--- src/lwk_pkg.sv ---
// constants shared by the link wake and port mode strap block
`default_nettype none

package lwk_pkg;

	// ****************************************
	// clock and timing
	// ****************************************
	localparam int CLK_PERIOD_NS   = 40;                          // 25 MHz core clock
	localparam int WAKE_PERIOD_CYC = 8;                           // wake square wave period
	localparam int WAKE_HALF_CYC   = WAKE_PERIOD_CYC / 2;         // cycles per half period
	localparam int PWR_TIMEOUT_NS  = 167000;                      // power-cycle wake limit, 167 us
	localparam int PWR_TIMEOUT_CYC = PWR_TIMEOUT_NS / CLK_PERIOD_NS; // longest time, rounds down
	localparam int STRAP_WAIT_CYC  = 3;                           // lets the pin synchroniser fill

	// ****************************************
	// register map (byte addresses)
	// ****************************************
	localparam int          ADDR_W   = 8;                         // register address width
	localparam int          DATA_W   = 32;                        // register data width
	localparam logic [7:0]  OFS_CTRL = 8'h00;                     // control
	localparam logic [7:0]  OFS_STAT = 8'h04;                     // live status, read only
	localparam logic [7:0]  OFS_ISR  = 8'h08;                     // sticky events, write one to clear
	localparam logic [7:0]  OFS_IMR  = 8'h0C;                     // event mask, one enables

	// ****************************************
	// control fields
	// ****************************************
	localparam int          CTRL_LINK_CTL   = 0;                  // link control bit
	localparam int          CTRL_RESUME_EN  = 1;                  // resuming port irq enable
	localparam logic [1:0]  CTRL_RESET      = 2'h0;               // both clear after reset

	// ****************************************
	// status fields
	// ****************************************
	localparam int STAT_WAKE    = 0;                              // wake notification active
	localparam int STAT_LINK    = 1;                              // link layer seen active
	localparam int STAT_LPS     = 2;                              // synchronised power status
	localparam int STAT_PC_LO   = 3;                              // power class, 3 bits
	localparam int STAT_MODE_LO = 6;                              // strap sel5..sel0, 6 bits
	localparam int STAT_STRAPPED= 12;                             // straps captured
	localparam int STAT_PWR     = 13;                             // power-cycle cause pending
	localparam int STAT_PKT     = 14;                             // link-on packet cause pending

	// ****************************************
	// event bits (status and mask share this layout)
	// ****************************************
	localparam int          EV_W        = 3;                      // number of events
	localparam int          EV_START    = 0;                      // wake output started
	localparam int          EV_STOP     = 1;                      // wake output stopped
	localparam int          EV_TIMEOUT  = 2;                      // power-cycle wake timed out
	localparam logic [2:0]  EV_RESET    = 3'h0;                   // no events after reset

	// ****************************************
	// strap decode
	// ****************************************
	localparam logic [2:0]  PC_MAX_WAKE = 3'h4;                   // classes 0..4 wake on power-up
	localparam logic [2:0]  PC_FORCED   = 3'h0;                   // class when sel4 and sel3 set
	localparam logic [1:0]  SEL43_FORCE = 2'h3;                   // sel4,sel3 pattern forcing class

	// ****************************************
	// wake state machine
	// ****************************************
	typedef enum logic [1:0] {
		ST_STRAP,                                             // pin released, straps settling
		ST_IDLE,                                              // driven low
		ST_WAKE                                               // square wave running
	} lwk_state_t;

endpackage : lwk_pkg

`default_nettype wire

--- src/lwk_link_wake.sv ---
// link wake notification generator with port mode strap capture
//
// Summary of operation
// wake output square wave, eight clocks period
// low when idle, undriven during reset
// link inactive: power status off or control clear
// own link-on packet starts wake
// port event irq starts wake
// timeout/power irqs with resume enable start wake
// power cycle with class 0..4 starts wake
// wake holds until link becomes active
// bus reset drops packet-only wake
// power-cycle wake ends after 167 us
// pending irq wakes once link goes inactive
// sample mode straps 3 and 4 at reset
// sel5 pin: strap in reset, then wake out
// default power class from straps by mode
// toggle every four clocks, start low
`timescale 1ns/100ps
`default_nettype none

module lwk_link_wake #(
	parameter int PWR_TIMEOUT_CYC = lwk_pkg::PWR_TIMEOUT_CYC      // shorten for simulation
) (
	// clock and reset
	input  wire logic                        CLK,
	input  wire logic                        RST_N,
	// register port
	input  wire logic [lwk_pkg::ADDR_W-1:0]  ADDR,
	input  wire logic [lwk_pkg::DATA_W-1:0]  WDATA,
	input  wire logic                        WR,
	input  wire logic                        RD,
	output logic      [lwk_pkg::DATA_W-1:0]  RDATA,
	output logic                             IRQ,
	// strap pins, asynchronous
	input  wire logic                        PORT_MODE_SEL_BIT3,
	input  wire logic                        PORT_MODE_SEL_BIT4,
	input  wire logic                        MODE_SEL2_POWER_CLASS0,
	input  wire logic                        MODE_SEL1_POWER_CLASS1,
	input  wire logic                        MODE_SEL0_POWER_CLASS2,
	// shared sel5 / wake pin
	input  wire logic                        MODE_SEL5_WAKE_IN,
	output logic                             MODE_SEL5_WAKE_OUT,
	output logic                             MODE_SEL5_WAKE_OE,
	// link power status pin, asynchronous
	input  wire logic                        LINK_POWER_STATUS,
	// wake causes from the phy core, same clock
	input  wire logic                        LINK_ON_PKT,
	input  wire logic                        BUS_RESET,
	input  wire logic                        PORT_EVENT_IRQ,
	input  wire logic                        CONFIG_TIMEOUT_IRQ,
	input  wire logic                        CABLE_POWER_STATUS_IRQ,
	input  wire logic                        STATE_TIMEOUT_IRQ,
	// captured strap results
	output logic      [5:0]                  PORT_MODE_STRAP,
	output logic      [2:0]                  POWER_CLASS
);

	// ****************************************
	// local constants
	// ****************************************
	localparam int         PCW      = $clog2(PWR_TIMEOUT_CYC + 1);   // timeout counter width
	localparam logic [PCW-1:0] PWR_LAST = PCW'(PWR_TIMEOUT_CYC - 1); // last count of timeout
	localparam int         DVW      = $clog2(lwk_pkg::WAKE_HALF_CYC); // half period counter width
	localparam logic [DVW-1:0] DIV_LAST = DVW'(lwk_pkg::WAKE_HALF_CYC - 1);
	localparam logic [1:0] STRAP_LAST = 2'(lwk_pkg::STRAP_WAIT_CYC - 1);
	localparam int         PIN_W    = 7;                             // synchronised pin count

	// ****************************************
	// reset release
	// ****************************************
	logic rst_meta_r;                                               // first stage, read only by next
	logic rst_n;                                                    // released internal reset

	// assert at once, release two edges later so no flop sees a runt release
	always_ff @(posedge CLK or negedge RST_N) begin
		if (!RST_N) begin
			rst_meta_r <= 1'b0;
			rst_n      <= 1'b0;
		end else begin
			rst_meta_r <= 1'b1;
			rst_n      <= rst_meta_r;
		end
	end

	// ****************************************
	// pin synchronisers
	// ****************************************
	logic [PIN_W-1:0] pin_raw;                                      // pins as they arrive
	logic [PIN_W-1:0] pin_meta_r;                                   // first stage
	logic [PIN_W-1:0] pin_sync_r;                                   // safe copy
	logic             lps_s;                                        // synchronised power status

	assign pin_raw = {LINK_POWER_STATUS, MODE_SEL5_WAKE_IN, PORT_MODE_SEL_BIT4,
			PORT_MODE_SEL_BIT3, MODE_SEL2_POWER_CLASS0, MODE_SEL1_POWER_CLASS1,
			MODE_SEL0_POWER_CLASS2};
	assign lps_s   = pin_sync_r[6];

	// two flops on every pin before any logic looks at it
	always_ff @(posedge CLK or negedge rst_n) begin
		if (!rst_n) begin
			pin_meta_r <= '0;
			pin_sync_r <= '0;
		end else begin
			pin_meta_r <= pin_raw;
			pin_sync_r <= pin_meta_r;
		end
	end

	// ****************************************
	// register state
	// ****************************************
	logic [1:0]              ctrl_r;                                // control bits
	logic [lwk_pkg::EV_W-1:0] isr_r;                                // sticky events
	logic [lwk_pkg::EV_W-1:0] imr_r;                                // event mask
	logic [lwk_pkg::DATA_W-1:0] rdata_r;                            // registered read data

	// ****************************************
	// strap capture
	// ****************************************
	logic [1:0] strap_cnt_r;                                        // wait for synchroniser to fill
	logic       strap_done_r;                                       // straps frozen
	logic [5:0] mode_r;                                             // sel5..sel0 as strapped
	logic [2:0] pc_r;                                               // default power class
	logic       strap_take;                                         // capture cycle
	logic [2:0] pc_pins;                                            // class pins, pc0 first
	logic [2:0] pc_pick;                                            // class by mode

	assign strap_take = !strap_done_r && (strap_cnt_r == STRAP_LAST);
	assign pc_pins    = pin_sync_r[2:0];
	// modes with sel4 and sel3 both set force class zero
	assign pc_pick    = (pin_sync_r[4:3] == lwk_pkg::SEL43_FORCE) ? lwk_pkg::PC_FORCED
			: pc_pins;

	// pins are sampled once, just after reset release, while the sel5 pin is still undriven
	always_ff @(posedge CLK or negedge rst_n) begin
		if (!rst_n) begin
			strap_cnt_r  <= 2'h0;
			strap_done_r <= 1'b0;
			mode_r       <= 6'h00;
			pc_r         <= 3'h0;
		end else if (strap_take) begin
			strap_done_r <= 1'b1;
			mode_r       <= pin_sync_r[5:0];
			pc_r         <= pc_pick;
		end else if (!strap_done_r) begin
			strap_cnt_r  <= strap_cnt_r + 2'h1;
		end
	end

	// ****************************************
	// wake causes
	// ****************************************
	logic       link_active;                                        // link layer up
	logic       irq_cause;                                          // enabled interrupt cause
	logic       pkt_r;                                              // link-on packet pending
	logic       pwr_r;                                              // power-cycle wake pending
	logic [PCW-1:0] pwr_cnt_r;                                      // power-cycle wake age
	logic       pwr_timeout;                                        // 167 us reached
	logic       any_cause;                                          // anything asks for wake

	assign link_active = lps_s && ctrl_r[lwk_pkg::CTRL_LINK_CTL];
	assign irq_cause   = PORT_EVENT_IRQ
			|| (ctrl_r[lwk_pkg::CTRL_RESUME_EN]
			&& (CONFIG_TIMEOUT_IRQ || CABLE_POWER_STATUS_IRQ || STATE_TIMEOUT_IRQ));
	assign pwr_timeout = pwr_r && (pwr_cnt_r == PWR_LAST);
	assign any_cause   = irq_cause || pkt_r || pwr_r;

	// packet cause: kept only while link is down, dropped by bus reset
	always_ff @(posedge CLK or negedge rst_n) begin
		if (!rst_n) begin
			pkt_r <= 1'b0;
		end else if (link_active || BUS_RESET) begin
			pkt_r <= 1'b0;
		end else if (LINK_ON_PKT && strap_done_r) begin
			pkt_r <= 1'b1;
		end
	end

	// power-cycle cause: every hardware reset counts as a power cycle
	always_ff @(posedge CLK or negedge rst_n) begin
		if (!rst_n) begin
			pwr_r     <= 1'b0;
			pwr_cnt_r <= '0;
		end else if (strap_take) begin
			pwr_r     <= (pc_pick <= lwk_pkg::PC_MAX_WAKE);
			pwr_cnt_r <= '0;
		end else if (link_active || pwr_timeout) begin
			pwr_r     <= 1'b0;
		end else if (pwr_r) begin
			pwr_cnt_r <= pwr_cnt_r + PCW'(1);
		end
	end

	// ****************************************
	// wake state machine
	// ****************************************
	lwk_pkg::lwk_state_t st_r;                                      // current state
	lwk_pkg::lwk_state_t st_nxt;                                    // next state
	logic       wake_stop;                                          // leave wake this cycle

	// a cleared irq does not stop the wave; only link-up or a cause-specific end does
	assign wake_stop = link_active
			|| (BUS_RESET && !irq_cause && !pwr_r)
			|| (pwr_timeout && !irq_cause && !pkt_r);

	always_comb begin
		st_nxt = st_r;
		case (st_r)
			lwk_pkg::ST_STRAP: begin
				if (strap_done_r) begin
					st_nxt = lwk_pkg::ST_IDLE;
				end
			end
			lwk_pkg::ST_IDLE: begin
				// level causes make a pending irq fire once link drops
				if (!link_active && any_cause) begin
					st_nxt = lwk_pkg::ST_WAKE;
				end
			end
			lwk_pkg::ST_WAKE: begin
				if (wake_stop) begin
					st_nxt = lwk_pkg::ST_IDLE;
				end
			end
			default: begin
				st_nxt = lwk_pkg::ST_IDLE;
			end
		endcase
	end

	always_ff @(posedge CLK or negedge rst_n) begin
		if (!rst_n) begin
			st_r <= lwk_pkg::ST_STRAP;
		end else begin
			st_r <= st_nxt;
		end
	end

	// ****************************************
	// square wave
	// ****************************************
	logic [DVW-1:0] div_r;                                          // half period count
	logic           wave_r;                                         // pin level
	logic           oe_r;                                           // pin drive
	logic           running;                                        // stays in wake

	assign running = (st_r == lwk_pkg::ST_WAKE) && (st_nxt == lwk_pkg::ST_WAKE);

	// restart from low on every entry so the first half period is whole
	always_ff @(posedge CLK or negedge rst_n) begin
		if (!rst_n) begin
			div_r  <= '0;
			wave_r <= 1'b0;
		end else if (!running) begin
			div_r  <= '0;
			wave_r <= 1'b0;
		end else if (div_r == DIV_LAST) begin
			div_r  <= '0;
			wave_r <= !wave_r;
		end else begin
			div_r  <= div_r + DVW'(1);
		end
	end

	// pin stays released through reset and strap sampling
	always_ff @(posedge CLK or negedge rst_n) begin
		if (!rst_n) begin
			oe_r <= 1'b0;
		end else begin
			oe_r <= strap_done_r;
		end
	end

	// ****************************************
	// events
	// ****************************************
	logic [lwk_pkg::EV_W-1:0] ev;                                   // one-cycle event pulses

	assign ev[lwk_pkg::EV_START]   = (st_r == lwk_pkg::ST_IDLE) && (st_nxt == lwk_pkg::ST_WAKE);
	assign ev[lwk_pkg::EV_STOP]    = (st_r == lwk_pkg::ST_WAKE) && (st_nxt == lwk_pkg::ST_IDLE);
	assign ev[lwk_pkg::EV_TIMEOUT] = pwr_timeout && !link_active;

	// ****************************************
	// register port
	// ****************************************
	logic                       wr_ctrl;                            // control write
	logic                       wr_isr;                             // status clear write
	logic                       wr_imr;                             // mask write
	logic [lwk_pkg::DATA_W-1:0] stat_word;                          // live status
	logic [lwk_pkg::DATA_W-1:0] rd_mux;                             // selected read word

	assign wr_ctrl = WR && (ADDR == lwk_pkg::OFS_CTRL);
	assign wr_isr  = WR && (ADDR == lwk_pkg::OFS_ISR);
	assign wr_imr  = WR && (ADDR == lwk_pkg::OFS_IMR);

	assign stat_word = {17'h00000, pkt_r, pwr_r, strap_done_r, mode_r, pc_r, lps_s,
			link_active, (st_r == lwk_pkg::ST_WAKE)};

	// unmapped addresses read zero
	assign rd_mux = (ADDR == lwk_pkg::OFS_CTRL) ? {30'h00000000, ctrl_r}
			: (ADDR == lwk_pkg::OFS_STAT) ? stat_word
			: (ADDR == lwk_pkg::OFS_ISR)  ? {29'h00000000, isr_r}
			: (ADDR == lwk_pkg::OFS_IMR)  ? {29'h00000000, imr_r}
			: 32'h00000000;

	// control and mask writes
	always_ff @(posedge CLK or negedge rst_n) begin
		if (!rst_n) begin
			ctrl_r <= lwk_pkg::CTRL_RESET;
			imr_r  <= lwk_pkg::EV_RESET;
		end else begin
			if (wr_ctrl) begin
				ctrl_r <= WDATA[1:0];
			end
			if (wr_imr) begin
				imr_r <= WDATA[lwk_pkg::EV_W-1:0];
			end
		end
	end

	// sticky events: a new event beats a clear in the same cycle
	always_ff @(posedge CLK or negedge rst_n) begin
		if (!rst_n) begin
			isr_r <= lwk_pkg::EV_RESET;
		end else begin
			isr_r <= (isr_r & ~(wr_isr ? WDATA[lwk_pkg::EV_W-1:0] : 3'h0)) | ev;
		end
	end

	// read data stands only in the cycle after the strobe
	always_ff @(posedge CLK or negedge rst_n) begin
		if (!rst_n) begin
			rdata_r <= 32'h00000000;
		end else begin
			rdata_r <= RD ? rd_mux : 32'h00000000;
		end
	end

	// ****************************************
	// outputs
	// ****************************************
	assign RDATA              = rdata_r;
	assign IRQ                = |(isr_r & imr_r);
	assign MODE_SEL5_WAKE_OUT = wave_r;
	assign MODE_SEL5_WAKE_OE  = oe_r;
	assign PORT_MODE_STRAP    = mode_r;
	assign POWER_CLASS        = pc_r;

endmodule : lwk_link_wake

`default_nettype wire

--- config.mk ---
export PLATFORM = sky130hd
export DESIGN_NAME = lwk_link_wake
export DESIGN_NICKNAME = d
export VERILOG_FILES = /design/src/lwk_pkg.sv /design/src/lwk_link_wake.sv
export SDC_FILE = /design/constraint.sdc
export NUM_CORES = 1
export LEC_CHECK = 0
export ABC_CLOCK_PERIOD_IN_PS = 3400
export BUFFER_PORTS_ARGS = -buffer_cell sky130_fd_sc_hd__buf_2
export CAP_MARGIN = 25
export CORE_ASPECT_RATIO = 1.4
export CORE_MARGIN = 2
export CORE_UTILIZATION = 54
export CTS_BUF_LIST = sky130_fd_sc_hd__clkbuf_16
export CTS_CLUSTER_DIAMETER = 40
export DETAILED_ROUTE_END_ITERATION = 16
export HOLD_SLACK_MARGIN = 0.02
export PLACE_DENSITY = 0.83
export SKIP_CTS_REPAIR_TIMING = 1
export SYNTH_ARGS = -nofsm -noshare
export SYNTH_HDL_FRONTEND = slang
export SYNTH_SLANG_ARGS = --single-unit
--- constraint.sdc ---
create_clock -name CLK -period 3.4 [get_ports CLK]
set_input_delay 0.17 -clock CLK [delete_from_list [all_inputs] [get_ports CLK]]
set_output_delay 0.17 -clock CLK [all_outputs]
set_load 0.005 [all_outputs]
==> reports/qor.txt, run 1 <==
LAYOUT
----------------------------------------------------------------------------------------
Count of inserted antenna diode cells .....................................            0
Area growth from synthesis to layout ......................................       22.07%
Fraction of layout instances using a drive strength above 1 ...............       24.43%
Net count reported at finish ..............................................          404
Most frequent standard cell in the layout excluding fill and tap cells .... sky130_fd_sc_hd__dfrtp_1
Most frequent cells in the layout ......................................... sky130_fd_sc_hd__dfrtp_1 (71), sky130_fd_sc_hd__buf_2 (54), sky130_fd_sc_hd__nand2_1 (40), sky130_fd_sc_hd__conb_1 (18), sky130_fd_sc_hd__and2_1 (14)

WORST SETUP PATH
----------------------------------------------------------------------------------------
Category of the worst setup path launch point .............................    flip-flop
Critical path arrival .....................................................      2.52 ns
Worst R2R Path Depth ......................................................            6
Maximum fanout along the worst path .......................................           10
Data required time of the critical path ...................................      3.59 ns
Kind of critical path .....................................................      reg2reg
CP endpoint kind ..........................................................    flip-flop

CLOCKING
----------------------------------------------------------------------------------------
Clock-pin slew on the worst setup and hold paths ..........................      0.06 ns
CTS max path bufs .........................................................            2
CTS tree ..................................................................         done
Clock latency reported for the late side of the worst-skew pair ...........      0.33 ns
Num Clock Sinks ...........................................................           72
Total clock buffers created by CTS ........................................            9
Number of H-tree branching levels .........................................            3
CTS Root Buffer Type ...................................................... sky130_fd_sc_hd__clkbuf_16

PLACED DESIGN
----------------------------------------------------------------------------------------
Half-perimeter wire length of the detailed placement result ...............      4019 µm
PortBufs ..................................................................           54
Final estimated routing congestion in global placement ....................       0.8776
Place WS ..................................................................     1.345 ns

TIMING
----------------------------------------------------------------------------------------
Final count of pins violating max slew ....................................            0
Upper clock frequency limit ...............................................    429.2 MHz
Final critical delay including setup and external delays ..................     2.330 ns
Final setup violating endpoints ...........................................            0
Setup WS post-layout ......................................................     1.070 ns
Fin Clk Skew ..............................................................  0.007319 ns
Normalized max-slew margin ................................................       35.78%
TNS Setup .................................................................         0 ns
Final critical-path share of the clock period .............................       68.52%
Final number of hold-violating endpoints ..................................            0
Setup repair after global routing missed its margin .......................           no
Pin slew with the least headroom to its limit .............................    0.9613 ns

FLOORPLANNING
----------------------------------------------------------------------------------------
Initial Util ..............................................................       56.02%
DIE HEIGHT ................................................................     93.26 µm
Core Footprint ............................................................     5485 µm²
I/O pin total .............................................................          101
Horizontal die dimension ..................................................     67.76 µm
Floorplan die area ........................................................     6318 µm²
Number of core rows .......................................................           32

WORST HOLD PATH
----------------------------------------------------------------------------------------
Cell depth of the worst min-delay path ....................................            2
Worst min-delay path class ................................................       in2reg

SYNTHESIS
----------------------------------------------------------------------------------------
Netlist area before placement .............................................     3073 µm²
Warning count from the yosys run ..........................................            0
Cells after synthesis .....................................................          276
Most instantiated flip-flop cell in the synthesis netlist ................. sky130_fd_sc_hd__dfrtp_1
Proportion of synthesized chip area in sequential cells ...................       58.63%
Cell variety after synth ..................................................           46
Share of synthesized registers carrying an async set or reset .............       100.0%
FF+latch count, synth .....................................................           72
Average cell area after synthesis .........................................    11.13 µm²
Post-synth EDFFs ..........................................................            0

POWER AND IR DROP
----------------------------------------------------------------------------------------
Highest ir drop seen on vdd ...............................................  0.0005595 V
Total power divided by cell area .......................................... 620.2 nW/µm²
Static leakage ............................................................     1.884 nW

DETAILED ROUTING
----------------------------------------------------------------------------------------
Remaining antenna violation count after routing ...........................            0
Routed Wire Length ........................................................      6088 µm
Drt first-iter violations .................................................          156
Total via count in the routed design ......................................         2227
Avg Vias per Cell .........................................................        5.353
Post-detailed-route wirelength per cell ...................................     14.63 µm
DRC violations left .......................................................            0
Number of search-and-repair iterations in the first detailed-routing pass .            4

JOB
----------------------------------------------------------------------------------------
Max Cap Violations ........................................................            0

STATUS
----------------------------------------------------------------------------------------
Result of the run ......................................................... complete, no violations

GRT
----------------------------------------------------------------------------------------
Tot GR Track Use ..........................................................       21.63%
Global-route wire length before repair ....................................     10060 µm
Antenna violations before repair ..........................................            0
Global route total overflow ...............................................            0
Pin count of the biggest net entering global routing ......................           46
Via count of the first global-routing pass ................................         2185

==> Yosys cell counts, drive strengths merged, types with 2 or more instances <==
library cell	n	area share [%]
a21bo	2	0.65
a21oi	9	1.5
a22o	2	0.57
a31o	2	0.57
a31oi	3	0.61
a41o	3	0.98
and2	16	3.3
and3	2	0.41
and4	2	0.57
buf	18	4.5
clkbuf	7	0.86
conb	2	0.24
dfrtp	72	59
ha	4	1.6
inv	10	1.2
mux2	6	2.2
mux4	2	1.7
nand2	40	4.9
nand2b	5	1.0
nand3	5	0.81
nand4	3	0.61
nor2	13	1.6
nor2b	4	0.81
nor3	6	0.98
nor3b	3	0.73
nor4	2	0.41
o211ai	4	0.98
o21ai	8	1.3
or3	4	0.81
xnor2	4	1.1
==> layer usage <==
metal	wire, µm	track usage (%)
met1	2342	25.10
met2	3328	35.78
met3	263	6.619
met4	154	10.03
met5	0	0
==> path summary, 6_finish.rpt <==
path / from / end / slack, ns
max in group asynchronous: rst_n / pwr_cnt_r[1] / 2.08
min in group asynchronous: RST_N / rst_n / 0.15
worst min-delay path: WDATA[1] / imr_r[1] / 0.10
worst min register to register: pin_meta_r[6] / pin_sync_r[6] / 0.35
worst max register to register: pwr_cnt_r[0] / MODE_SEL5_WAKE_OUT / 1.07
worst max-delay path: pwr_cnt_r[0] / MODE_SEL5_WAKE_OUT / 1.07
==> layout make-up <==
class / count / area, µm²
Sequential cell: 72 / 1803
Clock buffer: 9 / 225.2
Inverter: 10 / 37.54
Fill cell: 402 / 1734
Tap cell: 68 / 85.08
Multi-Input combinational cell: 185 / 1129
Timing Repair Buffer: 65 / 375.4
Clock inverter: 7 / 96.34
==> power by group <==
group	total (mW)	switching [mW]	internal, mW	leakage [nW]
clock network	0.992	0.350	0.642	0.153
registers	1.03	0.0860	0.943	0.900
logic	0.305	0.159	0.146	0.831
==> state kept, by name, indices dropped and copies added (netlist names) <==
name,flops
ctrl_r,2
pwr_cnt_r,13
pin_sync_r,7
pkt_r,1
strap_done_r,1
MODE_SEL5_WAKE_OUT,1
pwr_r,1
imr_r,3
pin_meta_r,7
PORT_MODE_STRAP,6
POWER_CLASS,3
RDATA,15
rst_meta_r,1
div_r,2
st_r,2
rst_n,1
strap_cnt_r,2
MODE_SEL5_WAKE_OE,1
isr_r,3
==> per-stage QoR <==
stage	hold WS, ns	area, µm²	util, %	std cells	total power, mW
after detailed placement	-0.04218	3339	60.88	391	1.326
final	0.1008	3751	68.38	416	2.326
after global placement	-0.04565	3339	60.88	391	1.309
after floorplan	-0.1256	3133	-	292	1.250
after CTS	-0.3969	3661	66.74	407	2.333
after global routing	0.1116	3751	68.38	416	2.438
==> worst max-delay path, cell delays in order, from the launching register on <==
cell and delay [ns]:
sky130_fd_sc_hd__dfrtp_1 0.40, sky130_fd_sc_hd__inv_1 0.09, sky130_fd_sc_hd__ha_1 0.16, sky130_fd_sc_hd__nor4b_1 0.45
sky130_fd_sc_hd__nand4_1 0.49, sky130_fd_sc_hd__o211ai_1 0.50, sky130_fd_sc_hd__nor2_1 0.11
==> cell families after synthesis <==
logic type                 after synthesis  synth area share, %
buffers and inverters                   35                6.596
and+or+nand+nor                        110                18.40
AOI/OAI and AO/OA                       40                9.121
other                                    2               0.2444
adders and majority gates                4                1.629
xor gates and xnor gates                 4                1.140
muxes                                    9                4.234
DFF                                     72                58.63
No activity file was read; power rests on OpenSTA's default activity.
==> run 2: changes to the inputs <==
--- a/config.mk
+++ b/config.mk
@@ -5,17 +5,17 @@
 export SDC_FILE = /design/constraint.sdc
 export NUM_CORES = 1
 export LEC_CHECK = 0
-export ABC_CLOCK_PERIOD_IN_PS = 3400
+export ABC_CLOCK_PERIOD_IN_PS = 2050
 export BUFFER_PORTS_ARGS = -buffer_cell sky130_fd_sc_hd__buf_2
 export CAP_MARGIN = 25
 export CORE_ASPECT_RATIO = 1.4
 export CORE_MARGIN = 2
-export CORE_UTILIZATION = 54
+export CORE_UTILIZATION = 45
 export CTS_BUF_LIST = sky130_fd_sc_hd__clkbuf_16
 export CTS_CLUSTER_DIAMETER = 40
 export DETAILED_ROUTE_END_ITERATION = 16
 export HOLD_SLACK_MARGIN = 0.02
-export PLACE_DENSITY = 0.83
+export PLACE_DENSITY = 0.74
 export SKIP_CTS_REPAIR_TIMING = 1
 export SYNTH_ARGS = -nofsm -noshare
 export SYNTH_HDL_FRONTEND = slang
==> constraint.sdc (replaced) <==
create_clock -name CLK -period 2.05 [get_ports CLK]
set_input_delay 0.1025 -clock CLK [delete_from_list [all_inputs] [get_ports CLK]]
set_output_delay 0.1025 -clock CLK [all_outputs]
set_load 0.005 [all_outputs]
==> run 2 against run 1 <==
Effect of this change: critical path depth is 1 higher; clock power is 54% higher; via count is 0.54% lower; combinational power is 72% higher; cell count is 7.0% higher; final area is 1.5% higher; sequential power is 65% higher; worst hold slack worse by 0.079 ns; fmax is 25% higher; largest cell class unchanged.
==> reports/qor.txt, run 2 (synthesized netlist as in run 1, its figures left out) <==
DETAILED ROUTING
----------------------------------------------------------------------------------------
DRC violations left .......................................................            0   unchanged
Number of search-and-repair iterations in the first detailed-routing pass .            5   was 4
Remaining antenna violation count after routing ...........................            0   unchanged
Total via count in the routed design ......................................         2215   was 2227
Avg Vias per Cell .........................................................        4.978   was 5.353
Drt first-iter violations .................................................          190   was 156
Routed Wire Length ........................................................      5825 µm   was 6088 µm
Post-detailed-route wirelength per cell ...................................     13.09 µm   was 14.63 µm

LAYOUT
----------------------------------------------------------------------------------------
Area taken by multi-input logic gates .....................................     1129 µm²   unchanged
Fillcell total ............................................................          548   was 402
FF+latch area .............................................................     1803 µm²   unchanged
Most frequent standard cell in the layout excluding fill and tap cells .... sky130_fd_sc_hd__dfrtp_1   unchanged
Net count reported at finish ..............................................          409   was 404
Count of inserted antenna diode cells .....................................            0   unchanged
Number of flip-flops under the largest register name ......................           15   unchanged
Most frequent cells in the layout ......................................... sky130_fd_sc_hd__dfrtp_1 (71), sky130_fd_sc_hd__buf_2 (54), sky130_fd_sc_hd__nand2_1 (40), sky130_fd_sc_hd__conb_1 (18), sky130_fd_sc_hd__and2_1 (14)   unchanged
Area growth from synthesis to layout ......................................       23.90%   was 22.07%
Fraction of layout instances using a drive strength above 1 ...............       25.78%   was 24.43%

WORST SETUP PATH
----------------------------------------------------------------------------------------
Category of the worst setup path launch point .............................    flip-flop   unchanged
Data required time of the critical path ...................................      2.30 ns   was 3.59 ns
Kind of critical path .....................................................      reg2reg   unchanged
Critical path arrival .....................................................      2.12 ns   was 2.52 ns
Maximum fanout along the worst path .......................................            5   was 10
CP endpoint kind ..........................................................    flip-flop   unchanged

TIMING
----------------------------------------------------------------------------------------
Final setup violating endpoints ...........................................            0   unchanged
Fin Clk Skew ..............................................................  0.005937 ns   was 0.007319 ns
Worst slack on hold paths .................................................   0.02217 ns   was 0.1008 ns
Upper clock frequency limit ...............................................    535.5 MHz   was 429.2 MHz
Final count of pins violating max slew ....................................            0   unchanged
Pin slew with the least headroom to its limit .............................    0.6461 ns   was 0.9613 ns
Final number of hold-violating endpoints ..................................            0   unchanged
Final critical delay including setup and external delays ..................     1.867 ns   was 2.330 ns
Final critical-path share of the clock period .............................       91.09%   was 68.52%
TNS Setup .................................................................         0 ns   unchanged
Setup repair after global routing missed its margin .......................           no   unchanged
Normalized max-slew margin ................................................       56.92%   was 35.78%

FLOORPLANNING
----------------------------------------------------------------------------------------
Number of core rows .......................................................           35   was 32
Core Footprint ............................................................     6613 µm²   was 5485 µm²
DIE HEIGHT ................................................................     101.8 µm   was 93.26 µm
Horizontal die dimension ..................................................     73.84 µm   was 67.76 µm
Initial Util ..............................................................       46.47%   was 56.02%
Floorplan die area ........................................................     7515 µm²   was 6318 µm²
I/O pin total .............................................................          101   unchanged

STATUS
----------------------------------------------------------------------------------------
Result of the run ......................................................... complete, no violations   unchanged

WORST HOLD PATH
----------------------------------------------------------------------------------------
Worst min-delay path class ................................................       in2reg   unchanged

POWER AND IR DROP
----------------------------------------------------------------------------------------
Total power divided by cell area .......................................... 984.9 nW/µm²   was 620.2 nW/µm²
Highest ir drop seen on vdd ...............................................  0.0004687 V   was 0.0005595 V
Static leakage ............................................................     1.900 nW   was 1.884 nW

CLOCKING
----------------------------------------------------------------------------------------
CTS Root Buffer Type ...................................................... sky130_fd_sc_hd__clkbuf_16   unchanged
Number of H-tree branching levels .........................................            3   unchanged
Total clock buffers created by CTS ........................................            9   unchanged
Clock-pin slew on the worst setup and hold paths ..........................      0.06 ns   about the same
Clock latency reported for the late side of the worst-skew pair ...........      0.33 ns   about the same
CTS tree ..................................................................         done   unchanged
Num Clock Sinks ...........................................................           72   unchanged
CTS max path bufs .........................................................            2   unchanged

GRT
----------------------------------------------------------------------------------------
Antenna violations before repair ..........................................            0   unchanged
Pin count of the biggest net entering global routing ......................           50   was 46
Global route total overflow ...............................................            0   unchanged
Global-route wire length before repair ....................................      9280 µm   was 10060 µm
Tot GR Track Use ..........................................................       16.44%   was 21.63%
Via count of the first global-routing pass ................................         2102   was 2185

PLACED DESIGN
----------------------------------------------------------------------------------------
Final estimated routing congestion in global placement ....................       0.8751   was 0.8776
Half-perimeter wire length of the detailed placement result ...............      3987 µm   was 4019 µm
PortBufs ..................................................................           54   unchanged

JOB
----------------------------------------------------------------------------------------
Max Cap Violations ........................................................            0   unchanged

==> run 2: changes by cell type in the layout (fill, tap and decap cells not counted) <==
cell                        before  now
sky130_fd_sc_hd__buf_12          0    1
sky130_fd_sc_hd__buf_4           2    6
sky130_fd_sc_hd__bufinv_16       2    1
sky130_fd_sc_hd__clkinv_2        0    2
sky130_fd_sc_hd__clkinv_4        1    2
sky130_fd_sc_hd__inv_1          11   10
sky130_fd_sc_hd__inv_6           1    0
==> run 2: metal layers <==
metal	wire (µm)	track usage [%]
met5	0	0
met4	154	8.112
met3	301	5.174
met2	3164	28.71
met1	2204	17.59
==> run 2: final cells by class <==
type,instances,share of cell area [%]
flip-flops and latches,72,47.35
multi-input cells,185,29.64
repair buffers,70,11.17
clock buffers,9,5.915
well taps,92,3.023
clock inverters,7,1.906
inverters,10,0.9859
==> run 2: critical path, stage by stage (launching register included) <==
cell and delay, ns:
sky130_fd_sc_hd__dfrtp_1 0.40, sky130_fd_sc_hd__inv_1 0.09, sky130_fd_sc_hd__ha_1 0.16, sky130_fd_sc_hd__nor4b_1 0.31
sky130_fd_sc_hd__nand4_1 0.27, sky130_fd_sc_hd__buf_4 0.23, sky130_fd_sc_hd__nand4_1 0.12, sky130_fd_sc_hd__mux2i_1 0.21
==> run 2: worst paths after layout <==
| path | start | end | slack [ns] | cells after the start |
|---|---|---|---|---|
| max reg2reg | pwr_cnt_r[0] | pwr_cnt_r[4] | 0.18 | 7 |
| min | WDATA[2] | imr_r[2] | 0.02 | 2 |
| max in group asynchronous | rst_n | RDATA[13] | 1.20 | 1 |
| max | pwr_cnt_r[0] | pwr_cnt_r[4] | 0.18 | 7 |
| min reg2reg | rst_n | pwr_cnt_r[12] | 0.24 | 0 |
| min in group asynchronous | RST_N | rst_meta_r | 0.08 | 2 |
==> run 2: power breakdown <==
group | switching [mW] | internal [mW]
sequential | 0.134 | 1.56
combinational | 0.272 | 0.254
clock | 0.586 | 0.940
total | 0.992 | 2.76
==> run 2: stage by stage <==
stage	total power, mW	setup slack, ns	instances	util, %	area [µm²]
final	3.750	0.1827	445	57.58	3807
after global routing	3.941	0.004624	445	57.58	3807
after CTS	3.753	0.2427	436	56.22	3717
after detailed placement	2.224	0.2519	420	51.71	3420
after global placement	2.188	0.2954	420	51.71	3420
after floorplan	2.073	0.3153	292	-	3134
